**src/include/acs_pkg.sv**
```systemverilog
// Constants for the converter control decode and status block.
// Assumes a 100 MHz system clock and a 16-bit host data port.
package acs_pkg;

  // ----------------------------------------------------------
  // Clock and timing
  // ----------------------------------------------------------
  localparam int unsigned CLK_PERIOD_NS = 10;
  // Time spent on each calibration step (plain default)
  localparam int unsigned CAL_STEP_NS   = 1000;
  localparam int unsigned CAL_STEP_CYC  =
    (CAL_STEP_NS + CLK_PERIOD_NS - 1) / CLK_PERIOD_NS;
  localparam int unsigned STEP_CNT_W    = 8;
  localparam logic [STEP_CNT_W-1:0] STEP_LAST =
    STEP_CNT_W'(CAL_STEP_CYC - 1);

  // ----------------------------------------------------------
  // Control word field positions
  // ----------------------------------------------------------
  localparam int unsigned CW_CFG     = 13;
  localparam int unsigned CW_CH_HI   = 12;
  localparam int unsigned CW_CH_LO   = 10;
  localparam int unsigned CW_PWR_HI  = 9;
  localparam int unsigned CW_PWR_LO  = 8;
  localparam int unsigned CW_RD_HI   = 7;
  localparam int unsigned CW_RD_LO   = 6;
  localparam int unsigned CW_RANGE   = 5;
  localparam int unsigned CW_CONV    = 4;
  localparam int unsigned CW_CALTYPE = 3;
  localparam int unsigned CW_SUB_HI  = 2;
  localparam int unsigned CW_SUB_LO  = 1;
  localparam int unsigned CW_LAUNCH  = 0;

  // ----------------------------------------------------------
  // Status word layout and reset
  // ----------------------------------------------------------
  localparam int unsigned ST_BUSY    = 4;
  localparam int unsigned ST_CAL_RUN = 0;
  localparam logic [1:0]  ST_ZERO_PAIR = 2'h0;
  localparam logic [1:0]  ST_ONE_PAIR  = 2'h3;
  localparam logic [15:0] ST_RESET     = 16'h0000;
  localparam logic [15:0] CW_RESET     = 16'h0000;

  // Read target that returns the status word
  localparam logic [1:0] RD_TGT_STATUS = 2'h3;
  localparam logic [15:0] RD_IDLE_DATA = 16'h0000;

  // Calibration sub-select codes
  localparam logic [1:0] SUB_FULL     = 2'h0;
  localparam logic [1:0] SUB_GAIN_OFS = 2'h1;
  localparam logic [1:0] SUB_OFS      = 2'h2;
  localparam logic [1:0] SUB_GAIN     = 2'h3;

  // Calibration step in progress
  typedef enum logic [1:0] {
    ACS_STEP_NONE,
    ACS_STEP_DAC,
    ACS_STEP_GAIN,
    ACS_STEP_OFFSET
  } acs_step_t;

  // Negative input select: ground or analog input eight
  localparam logic [2:0] IN_EIGHT = 3'h7;

endpackage

```
**src/include/acs_cal_if.sv**
```systemverilog
// Carrier between the control decoder and the calibration sequencer.
// Both ends run on the same system clock.
`timescale 1ns/1ps
interface acs_cal_if;
  logic                 start;
  logic                 system_cal;
  logic [1:0]           sub_sel;
  logic                 busy;
  acs_pkg::acs_step_t   step;

  modport ctrl (output start, output system_cal, output sub_sel,
                input busy, input step);
  modport seq  (input start, input system_cal, input sub_sel,
                output busy, output step);
endinterface

```
**src/core/acs_ctrl.sv**
```systemverilog
// Control decode, mux selection and status word for the converter.
// Assumes host strobes and data arrive asynchronously on pins and
// that the conversion engine drives i_conv_busy on the system clock.
`timescale 1ns/1ps

// Contract
// - Sixteen-bit status word is read-only; writes never alter it.
// - Every stored status bit clears to zero at power-up.
// - Status bits 15 and 14 always read zero.
// - Status bits 7 and 6 read one from the first edge after reset.
// - Status bit 4 is one while converting or calibrating.
// - Status bit 0 is one only while calibration runs.
// - Status bits 13..10 show input config and channel bits.
// - Status bits 9 and 8 show the power saving field.
// - Status bit 5 shows the analog range select bit.
// - Status bit 3 shows calibration type, self or system.
// - Status bits 2 and 1 show the calibration sub-select.
// - Differential mode picks pairs; range sets coding; top bit unused.
// - Single-ended picks 1,3,5,7,2,4,6,8; negative ground or eight.
// - Self type, sub 00: DAC, then gain, then offset.
// - Self sub 01 gain+offset, 10 offset only, 11 gain only.
// - System type, sub 00: DAC, then system gain, then offset.
// - System sub 01 gain+offset, 10 offset only, 11 gain only.
// - Launch bit one starts selected calibration; zero starts none.
// - Input config zero is differential, one is single-ended.
module acs_ctrl (
  input  wire logic        i_sys_clk,
  input  wire logic        i_rst,
  input  wire logic        i_clk_en,
  input  wire logic        i_wr_stb,
  input  wire logic        i_rd_stb,
  input  wire logic [15:0] i_wr_data,
  input  wire logic        i_conv_busy,
  output logic      [15:0] o_rd_data,
  output logic             o_rd_valid,
  output logic      [1:0]  o_rd_target,
  output logic      [1:0]  o_power_saving,
  output logic             o_conv_start,
  output logic      [2:0]  o_pos_mux,
  output logic      [2:0]  o_neg_mux,
  output logic             o_neg_is_gnd,
  output logic             o_bipolar,
  output logic             o_chan_unused,
  output logic             o_cal_busy,
  output logic             o_cal_system,
  output logic      [1:0]  o_cal_step,
  output logic      [15:0] o_status
);

  // ----------------------------------------------------------
  // Pin synchronisers
  // ----------------------------------------------------------
  logic [1:0]  wr_sync_ff;
  logic [1:0]  rd_sync_ff;
  logic [15:0] dat_meta_ff;
  logic [15:0] dat_sync_ff;
  logic        wr_prev_ff;
  logic        rd_prev_ff;
  logic        wr_pulse;
  logic        rd_pulse;

  // Two stages per pin; only the second stage feeds logic
  always_ff @(posedge i_sys_clk or posedge i_rst) begin
    if (i_rst) begin
      wr_sync_ff  <= '0;
      rd_sync_ff  <= '0;
      dat_meta_ff <= '0;
      dat_sync_ff <= '0;
      wr_prev_ff  <= 1'b0;
      rd_prev_ff  <= 1'b0;
    end else if (i_clk_en) begin
      wr_sync_ff  <= {wr_sync_ff[0], i_wr_stb};
      rd_sync_ff  <= {rd_sync_ff[0], i_rd_stb};
      dat_meta_ff <= i_wr_data;
      dat_sync_ff <= dat_meta_ff;
      wr_prev_ff  <= wr_sync_ff[1];
      rd_prev_ff  <= rd_sync_ff[1];
    end
  end

  // Act on the falling edge of the write strobe: data has had the
  // whole strobe width to settle through its own synchroniser.
  assign wr_pulse = i_clk_en & wr_prev_ff & ~wr_sync_ff[1];
  assign rd_pulse = i_clk_en & rd_sync_ff[1] & ~rd_prev_ff;

  // ----------------------------------------------------------
  // Control word
  // ----------------------------------------------------------
  logic [15:0] ctl_ff;
  logic [15:0] nxt_ctl;
  logic        conv_ff;
  logic        nxt_conv;
  logic        launch;

  acs_cal_if cal_bus ();

  // Launch only on a write with the launch bit set, and only if idle
  assign launch = wr_pulse & dat_sync_ff[acs_pkg::CW_LAUNCH]
                  & ~cal_bus.busy;

  // Every write refreshes all control fields
  always_comb begin
    nxt_ctl  = ctl_ff;
    nxt_conv = 1'b0;
    if (wr_pulse) begin
      nxt_ctl  = dat_sync_ff;
      nxt_conv = dat_sync_ff[acs_pkg::CW_CONV];
    end
  end

  always_ff @(posedge i_sys_clk or posedge i_rst) begin
    if (i_rst) begin
      ctl_ff  <= acs_pkg::CW_RESET;
      conv_ff <= 1'b0;
    end else if (i_clk_en) begin
      ctl_ff  <= nxt_ctl;
      conv_ff <= nxt_conv;
    end
  end

  // ----------------------------------------------------------
  // Calibration sequencer
  // ----------------------------------------------------------
  assign cal_bus.start      = launch;
  assign cal_bus.system_cal = dat_sync_ff[acs_pkg::CW_CALTYPE];
  assign cal_bus.sub_sel    =
    dat_sync_ff[acs_pkg::CW_SUB_HI:acs_pkg::CW_SUB_LO];

  acs_cal_seq u_cal_seq (
    .i_sys_clk (i_sys_clk),
    .i_rst     (i_rst),
    .i_clk_en  (i_clk_en),
    .cal       (cal_bus.seq)
  );

  // ----------------------------------------------------------
  // Input mux and coding decode
  // ----------------------------------------------------------
  logic       cfg_single;
  logic [2:0] chan;
  logic       range_sel;
  logic [2:0] nxt_pos;
  logic [2:0] nxt_neg;
  logic       nxt_gnd;
  logic       nxt_bip;
  logic       nxt_unused;

  assign cfg_single = ctl_ff[acs_pkg::CW_CFG];
  assign chan       = ctl_ff[acs_pkg::CW_CH_HI:acs_pkg::CW_CH_LO];
  assign range_sel  = ctl_ff[acs_pkg::CW_RANGE];

  // Mux index 0..7 stands for analog inputs one to eight
  always_comb begin
    nxt_pos    = '0;
    nxt_neg    = '0;
    nxt_gnd    = 1'b0;
    nxt_bip    = 1'b0;
    nxt_unused = 1'b0;
    if (cfg_single) begin
      // Odd inputs first, then even ones
      nxt_pos = {chan[1:0], chan[2]};
      nxt_gnd = ~range_sel;
      nxt_neg = range_sel ? acs_pkg::IN_EIGHT : 3'h0;
      nxt_bip = 1'b0;
    end else begin
      // Pairs 1/2, 3/4, 5/6, 7/8
      nxt_pos    = {chan[1:0], 1'b0};
      nxt_neg    = {chan[1:0], 1'b1};
      nxt_bip    = range_sel;
      nxt_unused = chan[2];
    end
  end

  // ----------------------------------------------------------
  // Status word assembly
  // ----------------------------------------------------------
  logic [15:0] nxt_status;
  logic        any_busy;

  assign any_busy = i_conv_busy | conv_ff | cal_bus.busy;

  // Built only from control mirrors and live state, never from a
  // write aimed at it, so host writes cannot disturb it.
  always_comb begin
    nxt_status = {acs_pkg::ST_ZERO_PAIR,
                  ctl_ff[acs_pkg::CW_CFG:acs_pkg::CW_CH_LO],
                  ctl_ff[acs_pkg::CW_PWR_HI:acs_pkg::CW_PWR_LO],
                  acs_pkg::ST_ONE_PAIR,
                  ctl_ff[acs_pkg::CW_RANGE],
                  any_busy,
                  ctl_ff[acs_pkg::CW_CALTYPE],
                  ctl_ff[acs_pkg::CW_SUB_HI:acs_pkg::CW_SUB_LO],
                  cal_bus.busy};
  end

  // ----------------------------------------------------------
  // Read port
  // ----------------------------------------------------------
  logic [15:0] rd_data_ff;
  logic [15:0] nxt_rd_data;
  logic        rd_valid_ff;

  // Only the status target is answered here; other targets
  // belong to blocks outside and read as zero on this port.
  always_comb begin
    nxt_rd_data = rd_data_ff;
    if (rd_pulse) begin
      if (ctl_ff[acs_pkg::CW_RD_HI:acs_pkg::CW_RD_LO]
          == acs_pkg::RD_TGT_STATUS) begin
        nxt_rd_data = nxt_status;
      end else begin
        nxt_rd_data = acs_pkg::RD_IDLE_DATA;
      end
    end
  end

  // ----------------------------------------------------------
  // Output registers
  // ----------------------------------------------------------
  logic [15:0] status_ff;

  always_ff @(posedge i_sys_clk or posedge i_rst) begin
    if (i_rst) begin
      status_ff      <= acs_pkg::ST_RESET;
      rd_data_ff     <= acs_pkg::ST_RESET;
      rd_valid_ff    <= 1'b0;
      o_rd_target    <= '0;
      o_power_saving <= '0;
      o_conv_start   <= 1'b0;
      o_pos_mux      <= '0;
      o_neg_mux      <= '0;
      o_neg_is_gnd   <= 1'b0;
      o_bipolar      <= 1'b0;
      o_chan_unused  <= 1'b0;
      o_cal_busy     <= 1'b0;
      o_cal_system   <= 1'b0;
      o_cal_step     <= '0;
    end else if (i_clk_en) begin
      status_ff      <= nxt_status;
      rd_data_ff     <= nxt_rd_data;
      rd_valid_ff    <= rd_pulse;
      o_rd_target    <= ctl_ff[acs_pkg::CW_RD_HI:acs_pkg::CW_RD_LO];
      o_power_saving <= ctl_ff[acs_pkg::CW_PWR_HI:acs_pkg::CW_PWR_LO];
      o_conv_start   <= nxt_conv;
      o_pos_mux      <= nxt_pos;
      o_neg_mux      <= nxt_neg;
      o_neg_is_gnd   <= nxt_gnd;
      o_bipolar      <= nxt_bip;
      o_chan_unused  <= nxt_unused;
      o_cal_busy     <= cal_bus.busy;
      o_cal_system   <= ctl_ff[acs_pkg::CW_CALTYPE];
      o_cal_step     <= 2'(cal_bus.step);
    end
  end

  assign o_status   = status_ff;
  assign o_rd_data  = rd_data_ff;
  assign o_rd_valid = rd_valid_ff;

endmodule

```
**src/core/acs_cal_seq.sv**
```systemverilog
// Calibration step sequencer: walks DAC, gain and offset steps.
// Assumes start is a one-cycle pulse issued only while idle.
`timescale 1ns/1ps
module acs_cal_seq (
  input  wire logic  i_sys_clk,
  input  wire logic  i_rst,
  input  wire logic  i_clk_en,
  acs_cal_if.seq     cal
);

  // ----------------------------------------------------------
  // Step machine
  // ----------------------------------------------------------
  acs_pkg::acs_step_t                     step_ff;
  acs_pkg::acs_step_t                     nxt_step;
  logic [acs_pkg::STEP_CNT_W-1:0]         cnt_ff;
  logic [acs_pkg::STEP_CNT_W-1:0]         nxt_cnt;
  logic [1:0]                             sub_ff;
  logic [1:0]                             nxt_sub;
  logic                                   sys_ff;
  logic                                   nxt_sys;

  // Next step from the latched selection
  always_comb begin
    nxt_step = step_ff;
    nxt_cnt  = cnt_ff;
    nxt_sub  = sub_ff;
    nxt_sys  = sys_ff;
    unique case (step_ff)
      acs_pkg::ACS_STEP_NONE: begin
        if (cal.start) begin
          nxt_sub = cal.sub_sel;
          nxt_sys = cal.system_cal;
          nxt_cnt = '0;
          unique case (cal.sub_sel)
            acs_pkg::SUB_FULL:     nxt_step = acs_pkg::ACS_STEP_DAC;
            acs_pkg::SUB_GAIN_OFS: nxt_step = acs_pkg::ACS_STEP_GAIN;
            acs_pkg::SUB_OFS:      nxt_step = acs_pkg::ACS_STEP_OFFSET;
            acs_pkg::SUB_GAIN:     nxt_step = acs_pkg::ACS_STEP_GAIN;
          endcase
        end
      end
      acs_pkg::ACS_STEP_DAC: begin
        nxt_cnt = cnt_ff + 1'b1;
        if (cnt_ff == acs_pkg::STEP_LAST) begin
          nxt_cnt  = '0;
          nxt_step = acs_pkg::ACS_STEP_GAIN;
        end
      end
      acs_pkg::ACS_STEP_GAIN: begin
        nxt_cnt = cnt_ff + 1'b1;
        if (cnt_ff == acs_pkg::STEP_LAST) begin
          nxt_cnt  = '0;
          // Gain-only selection ends here
          nxt_step = (sub_ff == acs_pkg::SUB_GAIN) ?
                     acs_pkg::ACS_STEP_NONE :
                     acs_pkg::ACS_STEP_OFFSET;
        end
      end
      acs_pkg::ACS_STEP_OFFSET: begin
        nxt_cnt = cnt_ff + 1'b1;
        if (cnt_ff == acs_pkg::STEP_LAST) begin
          nxt_cnt  = '0;
          nxt_step = acs_pkg::ACS_STEP_NONE;
        end
      end
    endcase
  end

  // Registers, frozen while the clock enable is low
  always_ff @(posedge i_sys_clk or posedge i_rst) begin
    if (i_rst) begin
      step_ff <= acs_pkg::ACS_STEP_NONE;
      cnt_ff  <= '0;
      sub_ff  <= acs_pkg::SUB_FULL;
      sys_ff  <= 1'b0;
    end else if (i_clk_en) begin
      step_ff <= nxt_step;
      cnt_ff  <= nxt_cnt;
      sub_ff  <= nxt_sub;
      sys_ff  <= nxt_sys;
    end
  end

  assign cal.busy = (step_ff != acs_pkg::ACS_STEP_NONE);
  assign cal.step = step_ff;

endmodule

```
**config.mk**
```make
export PLATFORM = sky130hd
export DESIGN_NAME = acs_ctrl
export DESIGN_NICKNAME = d
export VERILOG_FILES = /design/src/include/acs_pkg.sv /design/src/include/acs_cal_if.sv /design/src/core/acs_ctrl.sv /design/src/core/acs_cal_seq.sv
export SDC_FILE = /design/constraint.sdc
export NUM_CORES = 1
export LEC_CHECK = 0
export BUFFER_PORTS_ARGS = -buffer_cell sky130_fd_sc_hd__buf_2
export CORE_UTILIZATION = 50
export DETAILED_ROUTE_END_ITERATION = 10
export PLACE_DENSITY = 0.73
export SYNTH_ARGS = -nofsm -noshare
export SYNTH_HDL_FRONTEND = slang
export SYNTH_SLANG_ARGS = --single-unit
export TNS_END_PERCENT = 50
```
**constraint.sdc**
```tcl
create_clock -name i_sys_clk -period 3.6 [get_ports i_sys_clk]
set_input_delay 0.18 -clock i_sys_clk [delete_from_list [all_inputs] [get_ports i_sys_clk]]
set_output_delay 0.18 -clock i_sys_clk [all_outputs]
set_load 0.02 [all_outputs]
```
==> metrics.yaml <==
status: "finished, violations left"
violations: "negative hold slack"
cts_tree: "yes"
grt-ovfl-total: 0
crit_type: "register to register"
nets: 375
combPwrFrac: 0.271
yosysSeqAreaShare: 0.614
die_w_um: 91.0
critPathSlowestCell: "nand3b_1"
rsz0062_at_grt: "no"
fin_area_mm2: 0.00452
hold_violations: 16
fill_cells: 651
row_count: 32
p_per_area_mw_per_mm2: 748
cp.arrival_ns: 2.19
layout_min_cycle_time_ns: 1.90
grt_max_degree: 73
ctsResizeCount: 0
first_global_vias: 2380
n_antenna_cell: 0
final_cell_mix: "dfrtp_1, buf_2, mux2_2"
cp-endpoint: "o_rd_data[8]"
antenna_found_initial: 0
cts_buffer_depth: 2
layout_commonest_cell: "dfrtp_1"
path_cells: "nand3b_1 -> inv_1 -> and3_1 -> a22o_1"
gp_routability_congestion: 0.807
hold_ws_ns: -0.0276
r2r_slack_ns: 1.70
drtIter0Drc: 102
clk_pin_slew_ns: 0.11
yosys.cell_types.count: 38
syn_area_per_cell_um2: 13.4
hpwlAfterDp_um: 4560
yosys_warnings: 0
crit_start: "rd_prev_ff"
post_cts_buffers: 0
clkPwrFrac: 0.240
power.leakage_nw: 2.13
hold_buffers: 0
placed_cell_area_mm2: 0.00429
p_sw_mw: 1.16
crit_path_max_incr_delay_ns: 0.57
drive_above_1_share: 0.434
maxSlewHeadroom: 0.437
die_y_um: 91.0
die-area_mm2: 0.00827
viasPerCell: 5.22
crit_cells: 4
cp-end-kind: "register"
synth_ff_type: "dfrtp_1"
synth_edf_count: 0
clk_latency_ns: 0.36
finalSetupTns_ns: 0
maxSlewViolCount: 0
start_util: 0.515
switching_share: 0.343
grt_pass1_wl_um: 11700
vdd_drop_max_mv: 0.477
firstDrtPassIters: 4
drv_cap: 0
clock-skew-final_ns: 0.0164
synth_seq_cells: 97
wl_um: 6910
ant_nets: 0
intPower_mw: 2.22
path_max_fanout: 15
fin_crit_sh: 0.528
seq_power_share: 0.490
fmax_ghz: 0.527
clock-sinks: 97
cts-root-buf: "clkbuf_8"
cts_max_level: 3
crit_buf_inv: 1
hp-class: "input pin to asynchronous set/reset pin"
crit_required_ns: 3.89
dr_total_vias: 2396
synth_area_mm2: 0.00396
drc_errors: 0
timing.rr.start: "rd_prev_ff"
grt_usage: 0.182
numCtsBuffers: 9
io-pin-count: 73
io_buffers: 66
ys_async_sr_fraction: 1.00
syn_inst: 296
wire_per_inst_um: 15.1
crit_path_start_kind: "register"
reg2regPathDepth: 4
syn_to_final_growth_pct: 14.3
coreArea_mm2: 0.00769
timing.rr.end: "o_rd_data[8]"
setup_violations: 0
worstMarginPinSlew_ns: 0.844
path_delay_family: "simple AND/OR/NAND/NOR gates"
==> power by group through the flow <==
| stage | Sequential, mW | Clock, mW | Combinational (mW) |
|---|---|---|---|
| 2_1_floorplan | 1.82 | 0 | 0.509 |
| 3_3_place_gp | 1.67 | 0 | 0.904 |
| 3_5_place_dp | 1.68 | 0 | 0.928 |
| 4_1_cts | 1.66 | 0.826 | 0.929 |
| 5_1_grt | 1.71 | 0.870 | 0.986 |
| 6_report | 1.66 | 0.810 | 0.916 |
==> sequential cells by signal, indices dropped and copies added (netlist names) <==
signal,cells
o_neg_mux,3
o_rd_data,13
o_rd_valid,1
o_status,11
o_chan_unused,1
o_cal_step,2
o_bipolar,1
wr_sync_ff,2
dat_meta_ff,14
o_power_saving,1
o_rd_target,2
o_pos_mux,2
ctl_ff,12
dat_sync_ff,14
u_cal_seq.cal.step,2
u_cal_seq.sub_ff,2
rd_prev_ff,1
wr_prev_ff,1
rd_sync_ff,2
o_conv_start,1
o_neg_is_gnd,1
u_cal_seq.cnt_ff,8
==> logic make-up after synthesis <==
logic type | count (synthesis) | share of synthesized area
DFF | 97 | 0.614
adders and majority gates | 1 | 0.00316
buffers and inverters | 39 | 0.0516
other | 1 | 0.000948
muxes | 63 | 0.178
and+or+nand+nor | 42 | 0.0591
AOI/OAI and AO/OA | 53 | 0.0933
==> per-layer routing <==
metal  up-vias  track usage  routed length (um)  part of all wire
met2        58        0.277                3170              0.46
met1      1185        0.257                3340              0.48
met4         0       0.0754                  94             0.014
met3         8       0.0369                 311             0.045
li1       1145            -                   -                 -
met5         -            0                   0                 0
==> cell type report <==
type | instances | area, um2 | area share
Clock buffer | 10 | 138 | 0.0304
Multi-Input combinational cell | 163 | 1340 | 0.295
Timing Repair Buffer | 68 | 345 | 0.0763
Sequential cell | 97 | 2430 | 0.537
Inverter | 13 | 51.3 | 0.0113
Tap cell | 102 | 128 | 0.0282
Clock inverter | 6 | 97.6 | 0.0216
==> synth_stat cells (4+ instances only) <==
cell / n / area, um2
mux2_2: 60 / 676
buf_4: 12 / 90.1
nor2_1: 6 / 22.5
clkbuf_1: 4 / 15.0
dfrtp_1: 97 / 2430
buf_2: 10 / 50.1
nand3_1: 7 / 35.0
o21ai_0: 20 / 100
a21oi_1: 7 / 35.0
inv_1: 13 / 48.8
a22o_1: 11 / 96.3
nand2_1: 13 / 48.8
==> metrics by stage <==
step	total power, mW	utilization	hold WS, ns	setup WS [ns]	std cells
2_1_floorplan	2.33	-	0.332	0.886	299
3_3_place_gp	2.57	0.558	0.409	1.51	443
3_5_place_dp	2.61	0.558	0.416	1.45	443
4_1_cts	3.42	0.588	0.0117	1.65	459
5_1_grt	3.57	0.588	0.0449	1.54	459
6_report	3.38	0.588	-0.0276	1.70	459
==> worst min-delay path by stage <==
stage	startpoint	endpoint	slack, ns	depth (start not counted)
2_1_floorplan	i_wr_data[13]	dat_meta_ff[13]	0.33	1
3_3_place_gp	i_rst	o_bipolar	0.41	2
3_5_place_dp	i_rst	o_bipolar	0.42	2
4_1_cts	i_rst	o_chan_unused	0.01	2
5_1_grt	i_wr_data[1]	dat_meta_ff[1]	0.04	2
6_report	i_rst	o_bipolar	-0.03	2
Note: power is estimated with default switching activity, not from simulation.
